==> src/lane_alarm_warning_pkg.sv <==
// Package with register map, field layout and carrier types of the lane alarm bank.
package lane_alarm_warning_pkg;

    // ==========================================================================
    // Register indexes (byte address is four times the index)
    // ==========================================================================
    localparam int          LANE_MAX            = 16;
    localparam logic [15:0] FIRST_INDEX         = 16'hb180;
    localparam logic [15:0] SECOND_INDEX        = 16'hb190;
    localparam logic [15:0] FAULT_INDEX         = 16'hb1a0;
    localparam logic [15:0] THRESH_SELECT_INDEX = 16'hb015;
    localparam logic [15:0] IRQ_STATUS_INDEX    = 16'hb1c0;
    localparam logic [15:0] IRQ_MASK_INDEX      = 16'hb1c1;

    // ==========================================================================
    // Reset values
    // ==========================================================================
    localparam logic [15:0] LANE_REG_RESET      = 16'h0000;
    localparam logic [2:0]  IRQ_RESET           = 3'h0;
    localparam logic        THRESH_SEL_RESET    = 1'b0;

    // ==========================================================================
    // Field positions
    // ==========================================================================
    localparam int FIRST_RX_POWER_LSB   = 0;
    localparam int FIRST_LASER_TEMP_LSB = 4;
    localparam int FIRST_TX_POWER_LSB   = 8;
    localparam int FIRST_LASER_BIAS_LSB = 12;
    localparam int SECOND_MOD_BIAS_LSB  = 0;
    localparam int FAULT_TEC_BIT        = 15;
    localparam int FAULT_WAVE_BIT       = 14;
    localparam int FAULT_TX_LOSF_BIT    = 7;
    localparam int FAULT_RX_LOS_BIT     = 4;
    localparam int FAULT_RX_TEC_BIT     = 1;
    localparam int IRQ_FIRST_BIT        = 0;
    localparam int IRQ_SECOND_BIT       = 1;
    localparam int IRQ_FAULT_BIT        = 2;
    localparam int IRQ_WIDTH            = 3;

    // ==========================================================================
    // Carrier types; each four-bit group is high alarm, high warning,
    // low warning, low alarm from bit 3 down to bit 0.
    // ==========================================================================
    typedef struct packed {
        logic [3:0] laser_bias;
        logic [3:0] tx_power;
        logic [3:0] laser_temp;
        logic [3:0] mod_bias;
        logic       tec_fault;
        logic       wavelength_unlocked;
        logic       tx_loss_of_signal;
        logic       rx_loss_of_signal;
        logic       rx_tec_fault;
    } lane_flags_s;

    typedef struct packed {
        logic [15:0] high_alarm;
        logic [15:0] high_warning;
        logic [15:0] low_warning;
        logic [15:0] low_alarm;
    } rx_thresholds_s;

endpackage

==> src/lane_alarm_warning_status_bank.sv <==
// Per-lane alarm, warning and fault status bank behind an Avalon-MM slave.
`timescale 1ns/1ps

module lane_alarm_warning_status_bank
#(
    parameter int n_lanes = lane_alarm_warning_pkg::LANE_MAX
)
(
    input  wire logic                                  clk,
    input  wire logic                                  reset,
    input  wire logic [17:0]                           address,
    input  wire logic                                  read,
    input  wire logic                                  write,
    input  wire logic [31:0]                           writedata,
    input  wire logic [3:0]                            byteenable,
    output logic      [31:0]                           readdata,
    output logic                                       waitrequest,
    input  wire lane_alarm_warning_pkg::lane_flags_s   lane_flags_in [lane_alarm_warning_pkg::LANE_MAX],
    input  wire logic [15:0]                           rx_power [lane_alarm_warning_pkg::LANE_MAX],
    input  wire lane_alarm_warning_pkg::rx_thresholds_s rx_threshold_sets [2],
    output logic                                       irq
);

    // ==========================================================================
    // Condition synchronisers
    // ==========================================================================
    // The flag pins come from analogue monitors with no relation to clk.
    lane_alarm_warning_pkg::lane_flags_s flags_meta [lane_alarm_warning_pkg::LANE_MAX];
    lane_alarm_warning_pkg::lane_flags_s flags_sync [lane_alarm_warning_pkg::LANE_MAX];

    always_ff @(posedge clk or posedge reset)
    begin
        if (reset)
        begin
            for (int i = 0; i < lane_alarm_warning_pkg::LANE_MAX; i++)
            begin
                flags_meta[i] <= '0;
                flags_sync[i] <= '0;
            end
        end
        else
        begin
            flags_meta <= lane_flags_in;
            flags_sync <= flags_meta;
        end
    end

    // ==========================================================================
    // Live status computation
    // ==========================================================================
    logic                                threshold_select;
    lane_alarm_warning_pkg::rx_thresholds_s active_thresholds;
    logic [15:0] first_reg   [lane_alarm_warning_pkg::LANE_MAX];
    logic [15:0] second_reg  [lane_alarm_warning_pkg::LANE_MAX];
    logic [15:0] fault_reg   [lane_alarm_warning_pkg::LANE_MAX];
    logic [15:0] next_first  [lane_alarm_warning_pkg::LANE_MAX];
    logic [15:0] next_second [lane_alarm_warning_pkg::LANE_MAX];
    logic [15:0] next_fault  [lane_alarm_warning_pkg::LANE_MAX];
    logic [lane_alarm_warning_pkg::IRQ_WIDTH-1:0] events;

    assign active_thresholds = rx_threshold_sets[threshold_select];

    always_comb
    begin
        events = '0;
        for (int l = 0; l < lane_alarm_warning_pkg::LANE_MAX; l++)
        begin
            next_first[l]  = lane_alarm_warning_pkg::LANE_REG_RESET;
            next_second[l] = lane_alarm_warning_pkg::LANE_REG_RESET;
            next_fault[l]  = lane_alarm_warning_pkg::LANE_REG_RESET;
            if (l < n_lanes)
            begin
                next_first[l][lane_alarm_warning_pkg::FIRST_RX_POWER_LSB +: 4] = {
                    rx_power[l] > active_thresholds.high_alarm,
                    rx_power[l] > active_thresholds.high_warning,
                    rx_power[l] < active_thresholds.low_warning,
                    rx_power[l] < active_thresholds.low_alarm};
                next_first[l][lane_alarm_warning_pkg::FIRST_LASER_TEMP_LSB +: 4] =
                    flags_sync[l].laser_temp;
                next_first[l][lane_alarm_warning_pkg::FIRST_TX_POWER_LSB +: 4] =
                    flags_sync[l].tx_power;
                next_first[l][lane_alarm_warning_pkg::FIRST_LASER_BIAS_LSB +: 4] =
                    flags_sync[l].laser_bias;
                next_second[l][lane_alarm_warning_pkg::SECOND_MOD_BIAS_LSB +: 4] =
                    flags_sync[l].mod_bias;
                next_fault[l][lane_alarm_warning_pkg::FAULT_TEC_BIT] = flags_sync[l].tec_fault;
                next_fault[l][lane_alarm_warning_pkg::FAULT_WAVE_BIT] =
                    flags_sync[l].wavelength_unlocked;
                next_fault[l][lane_alarm_warning_pkg::FAULT_TX_LOSF_BIT] =
                    flags_sync[l].tx_loss_of_signal;
                next_fault[l][lane_alarm_warning_pkg::FAULT_RX_LOS_BIT] =
                    flags_sync[l].rx_loss_of_signal;
                next_fault[l][lane_alarm_warning_pkg::FAULT_RX_TEC_BIT] =
                    flags_sync[l].rx_tec_fault;
            end
            events[lane_alarm_warning_pkg::IRQ_FIRST_BIT]  =
                events[lane_alarm_warning_pkg::IRQ_FIRST_BIT] | (|(next_first[l] & ~first_reg[l]));
            events[lane_alarm_warning_pkg::IRQ_SECOND_BIT] =
                events[lane_alarm_warning_pkg::IRQ_SECOND_BIT] | (|(next_second[l] & ~second_reg[l]));
            events[lane_alarm_warning_pkg::IRQ_FAULT_BIT]  =
                events[lane_alarm_warning_pkg::IRQ_FAULT_BIT] | (|(next_fault[l] & ~fault_reg[l]));
        end
    end

    // No latching here: a latched view would hide the moment a condition clears.
    always_ff @(posedge clk or posedge reset)
    begin
        if (reset)
        begin
            for (int i = 0; i < lane_alarm_warning_pkg::LANE_MAX; i++)
            begin
                first_reg[i]  <= lane_alarm_warning_pkg::LANE_REG_RESET;
                second_reg[i] <= lane_alarm_warning_pkg::LANE_REG_RESET;
                fault_reg[i]  <= lane_alarm_warning_pkg::LANE_REG_RESET;
            end
        end
        else
        begin
            first_reg  <= next_first;
            second_reg <= next_second;
            fault_reg  <= next_fault;
        end
    end

    // ==========================================================================
    // Avalon-MM decode
    // ==========================================================================
    logic [15:0] word_index;
    logic [3:0]  lane_sel;
    logic        lane_ok;
    logic        hit_first;
    logic        hit_second;
    logic        hit_fault;
    logic        hit_select;
    logic        hit_status;
    logic        hit_mask;
    logic        accept_write;
    logic        take_request;
    logic [31:0] next_readdata;
    logic [lane_alarm_warning_pkg::IRQ_WIDTH-1:0] irq_status;
    logic [lane_alarm_warning_pkg::IRQ_WIDTH-1:0] irq_mask;
    logic [lane_alarm_warning_pkg::IRQ_WIDTH-1:0] status_clear;
    logic [lane_alarm_warning_pkg::IRQ_WIDTH-1:0] next_status;

    assign word_index   = address[17:2];
    assign lane_sel     = word_index[3:0];
    assign lane_ok      = 32'(lane_sel) < n_lanes;
    assign hit_first    = word_index[15:4] == lane_alarm_warning_pkg::FIRST_INDEX[15:4] && lane_ok;
    assign hit_second   = word_index[15:4] == lane_alarm_warning_pkg::SECOND_INDEX[15:4] && lane_ok;
    assign hit_fault    = word_index[15:4] == lane_alarm_warning_pkg::FAULT_INDEX[15:4] && lane_ok;
    assign hit_select   = word_index == lane_alarm_warning_pkg::THRESH_SELECT_INDEX;
    assign hit_status   = word_index == lane_alarm_warning_pkg::IRQ_STATUS_INDEX;
    assign hit_mask     = word_index == lane_alarm_warning_pkg::IRQ_MASK_INDEX;
    assign take_request = (read | write) & waitrequest;
    assign accept_write = write & ~waitrequest;
    assign status_clear = (accept_write && hit_status && byteenable[0])
                        ? writedata[lane_alarm_warning_pkg::IRQ_WIDTH-1:0] : '0;
    // A new event in the clearing cycle survives the clear.
    assign next_status  = (irq_status & ~status_clear) | events;
    // Unmapped words and absent lanes read as zero.
    assign next_readdata = hit_first  ? {16'h0000, first_reg[lane_sel]}  :
                           hit_second ? {16'h0000, second_reg[lane_sel]} :
                           hit_fault  ? {16'h0000, fault_reg[lane_sel]}  :
                           hit_select ? {31'h00000000, threshold_select} :
                           hit_status ? {29'h00000000, irq_status} :
                           hit_mask   ? {29'h00000000, irq_mask} : 32'h00000000;

    // Each request is answered one cycle after it appears, read or write alike.
    always_ff @(posedge clk or posedge reset)
    begin
        if (reset)
        begin
            waitrequest <= 1'b1;
            readdata    <= 32'h00000000;
        end
        else
        begin
            waitrequest <= ~take_request;
            if (take_request && read)
                readdata <= next_readdata;
        end
    end

    // ==========================================================================
    // Writable control and interrupt
    // ==========================================================================
    // Writes to the lane words land nowhere, so the live bits cannot be disturbed.
    always_ff @(posedge clk or posedge reset)
    begin
        if (reset)
        begin
            threshold_select <= lane_alarm_warning_pkg::THRESH_SEL_RESET;
            irq_mask         <= lane_alarm_warning_pkg::IRQ_RESET;
            irq_status       <= lane_alarm_warning_pkg::IRQ_RESET;
            irq              <= 1'b0;
        end
        else
        begin
            if (accept_write && hit_select && byteenable[0])
                threshold_select <= writedata[0];
            if (accept_write && hit_mask && byteenable[0])
                irq_mask <= writedata[lane_alarm_warning_pkg::IRQ_WIDTH-1:0];
            irq_status <= next_status;
            irq        <= |(next_status & irq_mask);
        end
    end

    // ==========================================================================
    // Assertions
    // ==========================================================================
    property p_reset_zero;
        @(posedge clk) $fell(reset) |-> first_reg[0] == 16'h0000 && second_reg[0] == 16'h0000
            && fault_reg[0] == 16'h0000;
    endproperty
    a_reset_zero: assert property (p_reset_zero) else $error("lane register not zero after reset");

    property p_rx_high_alarm;
        @(posedge clk) disable iff (reset)
        rx_power[0] > rx_threshold_sets[threshold_select].high_alarm |=> first_reg[0][3];
    endproperty
    a_rx_high_alarm: assert property (p_rx_high_alarm) else $error("rx high alarm missed");

    property p_rx_low_clear;
        @(posedge clk) disable iff (reset)
        rx_power[0] >= rx_threshold_sets[threshold_select].low_alarm |=> !first_reg[0][0];
    endproperty
    a_rx_low_clear: assert property (p_rx_low_clear) else $error("rx low alarm set while normal");

    property p_select_set_one;
        @(posedge clk) disable iff (reset)
        threshold_select && rx_power[0] <= rx_threshold_sets[1].high_warning
            |=> !first_reg[0][2];
    endproperty
    a_select_set_one: assert property (p_select_set_one) else $error("wrong threshold set");

    property p_second_reserved;
        @(posedge clk) disable iff (reset)
        read && !waitrequest && hit_second |-> readdata[31:4] == 28'h0000000;
    endproperty
    a_second_reserved: assert property (p_second_reserved) else $error("reserved bits set");

    property p_absent_lane;
        @(posedge clk) disable iff (reset)
        read && waitrequest && !lane_ok && !hit_select && !hit_status && !hit_mask
            |=> readdata == 32'h00000000;
    endproperty
    a_absent_lane: assert property (p_absent_lane) else $error("absent lane not zero");

    property p_fault_follows;
        @(posedge clk) disable iff (reset)
        flags_sync[0].rx_loss_of_signal ##1 flags_sync[0].rx_loss_of_signal
            |-> fault_reg[0][4] && fault_reg[0][13:8] == 6'h00;
    endproperty
    a_fault_follows: assert property (p_fault_follows) else $error("fault bit not live");

    property p_bias_nibble;
        @(posedge clk) disable iff (reset)
        n_lanes > 3 ##1 1'b1 |-> first_reg[3][15:4] == {$past(flags_sync[3].laser_bias),
            $past(flags_sync[3].tx_power), $past(flags_sync[3].laser_temp)};
    endproperty
    a_bias_nibble: assert property (p_bias_nibble) else $error("first register fields misplaced");

    property p_write_ignored;
        @(posedge clk) disable iff (reset)
        accept_write && hit_first && $stable(flags_sync[0]) && flags_sync[0].laser_bias == 4'h0
            |=> first_reg[0][15:12] == 4'h0;
    endproperty
    a_write_ignored: assert property (p_write_ignored) else $error("write changed status");

    property p_answer_next;
        @(posedge clk) disable iff (reset)
        (read || write) && waitrequest |=> !waitrequest;
    endproperty
    a_answer_next: assert property (p_answer_next) else $error("bus answer late");

    property p_answer_once;
        @(posedge clk) disable iff (reset)
        !waitrequest |=> waitrequest;
    endproperty
    a_answer_once: assert property (p_answer_once) else $error("answer held too long");

    property p_first_read;
        @(posedge clk) disable iff (reset)
        read && !waitrequest && hit_first
            |-> readdata == {16'h0000, $past(first_reg[lane_sel])};
    endproperty
    a_first_read: assert property (p_first_read) else $error("first read wrong");

    property p_fault_read;
        @(posedge clk) disable iff (reset)
        read && !waitrequest && hit_fault
            |-> readdata == {16'h0000, $past(fault_reg[lane_sel])};
    endproperty
    a_fault_read: assert property (p_fault_read) else $error("fault read wrong");

    property p_fault_reserved;
        @(posedge clk) disable iff (reset)
        fault_reg[11][13:8] == 6'h00 && fault_reg[11][6:5] == 2'h0
            && fault_reg[11][3:2] == 2'h0 && !fault_reg[11][0];
    endproperty
    a_fault_reserved: assert property (p_fault_reserved) else $error("reserved set");

    property p_absent_zero;
        @(posedge clk) disable iff (reset)
        n_lanes <= 12 |-> first_reg[12] == 16'h0000 && second_reg[12] == 16'h0000
            && fault_reg[12] == 16'h0000;
    endproperty
    a_absent_zero: assert property (p_absent_zero) else $error("absent lane set");

    property p_live_delay;
        @(posedge clk) disable iff (reset)
        ##3 1'b1 |-> second_reg[0][3:0] == $past(lane_flags_in[0].mod_bias, 3);
    endproperty
    a_live_delay: assert property (p_live_delay) else $error("status not live");

    property p_select_zero;
        @(posedge clk) disable iff (reset)
        !threshold_select && rx_power[0] > rx_threshold_sets[0].high_warning
            |=> first_reg[0][2];
    endproperty
    a_select_zero: assert property (p_select_zero) else $error("set zero not used");

    // A mask write reaches irq one cycle late, so the level checks skip a changing mask.
    property p_irq_high;
        @(posedge clk) disable iff (reset)
        |(irq_status & irq_mask) && $stable(irq_mask) |-> irq;
    endproperty
    a_irq_high: assert property (p_irq_high) else $error("irq missing");

    property p_irq_low;
        @(posedge clk) disable iff (reset)
        !(|(irq_status & irq_mask)) && $stable(irq_mask) |-> !irq;
    endproperty
    a_irq_low: assert property (p_irq_low) else $error("irq without cause");

    property p_event_sets;
        @(posedge clk) disable iff (reset)
        |events |=> (irq_status & $past(events)) == $past(events);
    endproperty
    a_event_sets: assert property (p_event_sets) else $error("event lost to clear");

    c_read_first: cover property (@(posedge clk) read && !waitrequest && hit_first);
    c_irq_raise: cover property (@(posedge clk) $rose(irq));
    c_select_swap: cover property (@(posedge clk) $rose(threshold_select) ##1 first_reg[0][3]);
    c_clear_status: cover property (@(posedge clk) accept_write && hit_status);

endmodule // lane_alarm_warning_status_bank

==> config.mk <==
export PLATFORM = sky130hd
export DESIGN_NAME = lane_alarm_warning_status_bank
export DESIGN_NICKNAME = d
export VERILOG_FILES = /design/src/lane_alarm_warning_pkg.sv /design/src/lane_alarm_warning_status_bank.sv
export SDC_FILE = /design/constraint.sdc
export NUM_CORES = 2
export LEC_CHECK = 0
export BUFFER_PORTS_ARGS = -buffer_cell sky130_fd_sc_hd__buf_2
export CORE_MARGIN = 4
export CORE_UTILIZATION = 55
export CTS_BUF_LIST = sky130_fd_sc_hd__clkbuf_8
export DETAILED_ROUTE_END_ITERATION = 16
export PLACE_DENSITY = 0.74
export REMOVE_ABC_BUFFERS = 1
export SLEW_MARGIN = 40
export SYNTH_ARGS = -nofsm -noshare
export SYNTH_HDL_FRONTEND = slang
export SYNTH_SLANG_ARGS = --single-unit
==> constraint.sdc <==
create_clock -name clk -period 90.4 [get_ports clk]
set_input_delay 4.52 -clock clk [delete_from_list [all_inputs] [get_ports clk]]
set_output_delay 4.52 -clock clk [all_outputs]
set_load 0.1 [all_outputs]
==> flow_summary.json <==
{
  "core_area_um2": 101700,
  "rrSetupSlack_ns": 84.78,
  "drc": 0,
  "rows": 117,
  "startpoint": "rx_threshold_sets[66]",
  "firstDrtPassIters": 5,
  "fmax_mhz": 124.6,
  "regArea_um2": 27460,
  "drt-total-wl_um": 212200,
  "worstReg2RegStart": "threshold_select",
  "p_leak_nw": 32.48,
  "ys_types": 82,
  "stdcell_area_um2": 66720,
  "fp.dieH_um": 328.0,
  "drt_iter0_drc": 4454,
  "root_buffer": "clkbuf_8",
  "grt_pass1_wl_um": 300000,
  "synth-edff-count": 0,
  "overflow": 0,
  "async_reset_ff_share_pct": 100.0,
  "hp-class": "reg2reg",
  "cts.repair.resized": 0,
  "wl_per_cell_um": 29.79,
  "drive_above_1_share_pct": 23.40,
  "clkTransAtPathRegs_ns": 0.06,
  "grt_max_degree": 117,
  "cp.arrival_ns": 8.73,
  "antenna_found_initial": 66,
  "syn_inst": 4587,
  "ys_seq_area_share_pct": 48.75,
  "place_inst": 6763,
  "routed-via-count": 44740,
  "status": "finished, final reports clean",
  "dieArea_um2": 107600,
  "p_per_area_nw_per_um2": 17.53,
  "synthFlopType": "dfrtp_1",
  "ir_worst_vdd_uv": 22.80,
  "clk_path_buf_depth": 3,
  "gr-usage-all-layers_pct": 39.08,
  "final_max_slew_viol_count": 0,
  "place_congestion": 1.003,
  "power_mw": 1.170,
  "avgSynthCellArea_um2": 12.28,
  "hold_buffers": 0,
  "cts_tree": "yes",
  "areaGrowthSynthToFinish_pct": 18.48,
  "hold_viol": 0,
  "tightest_slew_ns": 0.9891,
  "synth.most_common_cell": "dfrtp_1",
  "setup_viol": 0,
  "max_cap_viol_count": 0,
  "cts-htree-levels": 4,
  "cts_setup_buffers": 0,
  "slew_headroom_pct": 33.61,
  "grt_setup_unrepaired": "no",
  "finalNonFillerCells": 7123,
  "yosysTopAreaCellShare_pct": 48.70,
  "synthTopCellsByCount": "dfrtp_1 (1096), ha_1 (992), inv_1 (335), a21oi_1 (326), nand2_1 (192)",
  "r2r_end": "irq",
  "syn_area_um2": 56320,
  "finalSetupTns_ns": 0,
  "utilization_pct": 65.58,
  "clock_sinks": 1097,
  "synth.ff_latch_count": 1097,
  "dp_hpwl_um": 157000,
  "die_x_um": 328.0,
  "synth_warnings": 0,
  "fin_nets": 7334,
  "period_needed_ns": 8.027,
  "num-fill-cells": 7448,
  "period_share_pct": 8.879,
  "grt_pass1_vias": 45050,
  "multiInputGateArea_um2": 27800,
  "crit_type": "in2reg",
  "clk-insertion-delay-late_ns": 0.84,
  "rr_worst_depth": 13,
  "crit_end": "irq",
  "critPathLaunchType": "input pin",
  "path_max_fanout": 16,
  "worstPathRequired_ns": 91.11,
  "cts_buffers": 165,
  "clock_skew_ns": 0.05779,
  "routed_via_density": 6.280,
  "ys_top_cells_by_area": "dfrtp_1 (49%), ha_1 (22%), mux4_2 (5.0%), a21oi_1 (2.9%), inv_1 (2.2%)",
  "port_buffers": 761,
  "ant_nets": 0,
  "synth_top_cell_by_area": "dfrtp_1",
  "cp-end-kind": "flip-flop",
  "start_util_pct": 55.35,
  "io_pins": 812,
  "dpl_cell_area_um2": 62790
}
==> cells by family after synthesis <==
| kind of cell | share of synthesized area [%] |
|---|---|
| other cells | 0.006659 |
| simple gates | 8.825 |
| buf+inv | 2.766 |
| compound gates | 11.22 |
| flops | 48.75 |
| mux | 6.401 |
| fa+ha+maj | 22.04 |
==> area by class of cell <==
type / instances / share of cell area [%]
Multi-Input combinational cell: 3113 / 41.66
Tap cell: 1368 / 2.565
Antenna cell: 58 / 0.2175
Clock buffer: 217 / 4.476
Inverter: 335 / 1.903
Timing Repair Buffer: 852 / 6.929
Clock inverter: 83 / 1.099
Sequential cell: 1097 / 41.15
==> power breakdown <==
group,switching (mW),total [mW],internal [mW]
registers,0.0176,0.535,0.518
clock network,0.203,0.438,0.235
logic,0.121,0.196,0.0753
==> cell usage in the layout (no fill, tap or decap), types with 52 or more instances in the layout <==
cell	instances
a211oi_1	52
a21o_1	67
a21oi_1	326
a221oi_1	53
buf_2	759
buf_4	80
clkbuf_8	218
dfrtp_1	1095
diode_2	58
ha_1	992
inv_1	382
mux4_2	125
nand2_1	192
nand2b_1	103
nand3_1	77
nand4_1	175
nor2_1	116
nor3_1	64
nor4_1	54
o21ai_0	152
o22ai_1	86
==> worst max-delay path, cell delays in order <==
cell and delay (ns):
buf_2 0.10, mux2i_2 0.17, buf_4 0.48, ha_1 0.27, nor3_1 0.05, a22oi_1 0.25, a311oi_1 0.21, o41a_1 0.51
a221oi_1 0.64, nand4_1 0.41, nor4_1 0.42, nand4_1 0.38, a21o_1 0.28
==> metal layers <==
metal	wire, um	part of all wire (%)	up-vias	track usage [%]
met4	19340	9.1	24	28.36
met1	74310	35	21650	45.90
met2	95160	45	2740	61.71
met5	148	0.070	-	0
met3	23260	11	890	11.14
li1	-	-	19430	-
==> metrics by stage <==
step	worst slack (ns)	hold WS (ns)
2_1_floorplan	55.00	0.3312
3_3_place_gp	81.29	0.3323
3_5_place_dp	81.60	0.3347
4_1_cts	82.50	0.3331
5_1_grt	82.28	0.3407
6_report	82.37	0.3264
==> worst min-delay path by stage <==
| stage | startpoint | end | slack, ns | depth (start not counted) |
|---|---|---|---|---|
| 5_1_grt | flags_meta[161] | flags_sync[161] | 0.34 | 0 |
| 6_report | flags_meta[107] | flags_sync[107] | 0.33 | 0 |
| 4_1_cts | flags_sync[233] | fault_reg[183] | 0.33 | 0 |
| 2_1_floorplan | flags_meta[0] | flags_sync[0] | 0.33 | 0 |
| 3_5_place_dp | flags_meta[104] | flags_sync[104] | 0.33 | 0 |
| 3_3_place_gp | flags_meta[74] | flags_sync[74] | 0.33 | 0 |
(Power assumes the default switching activity.)
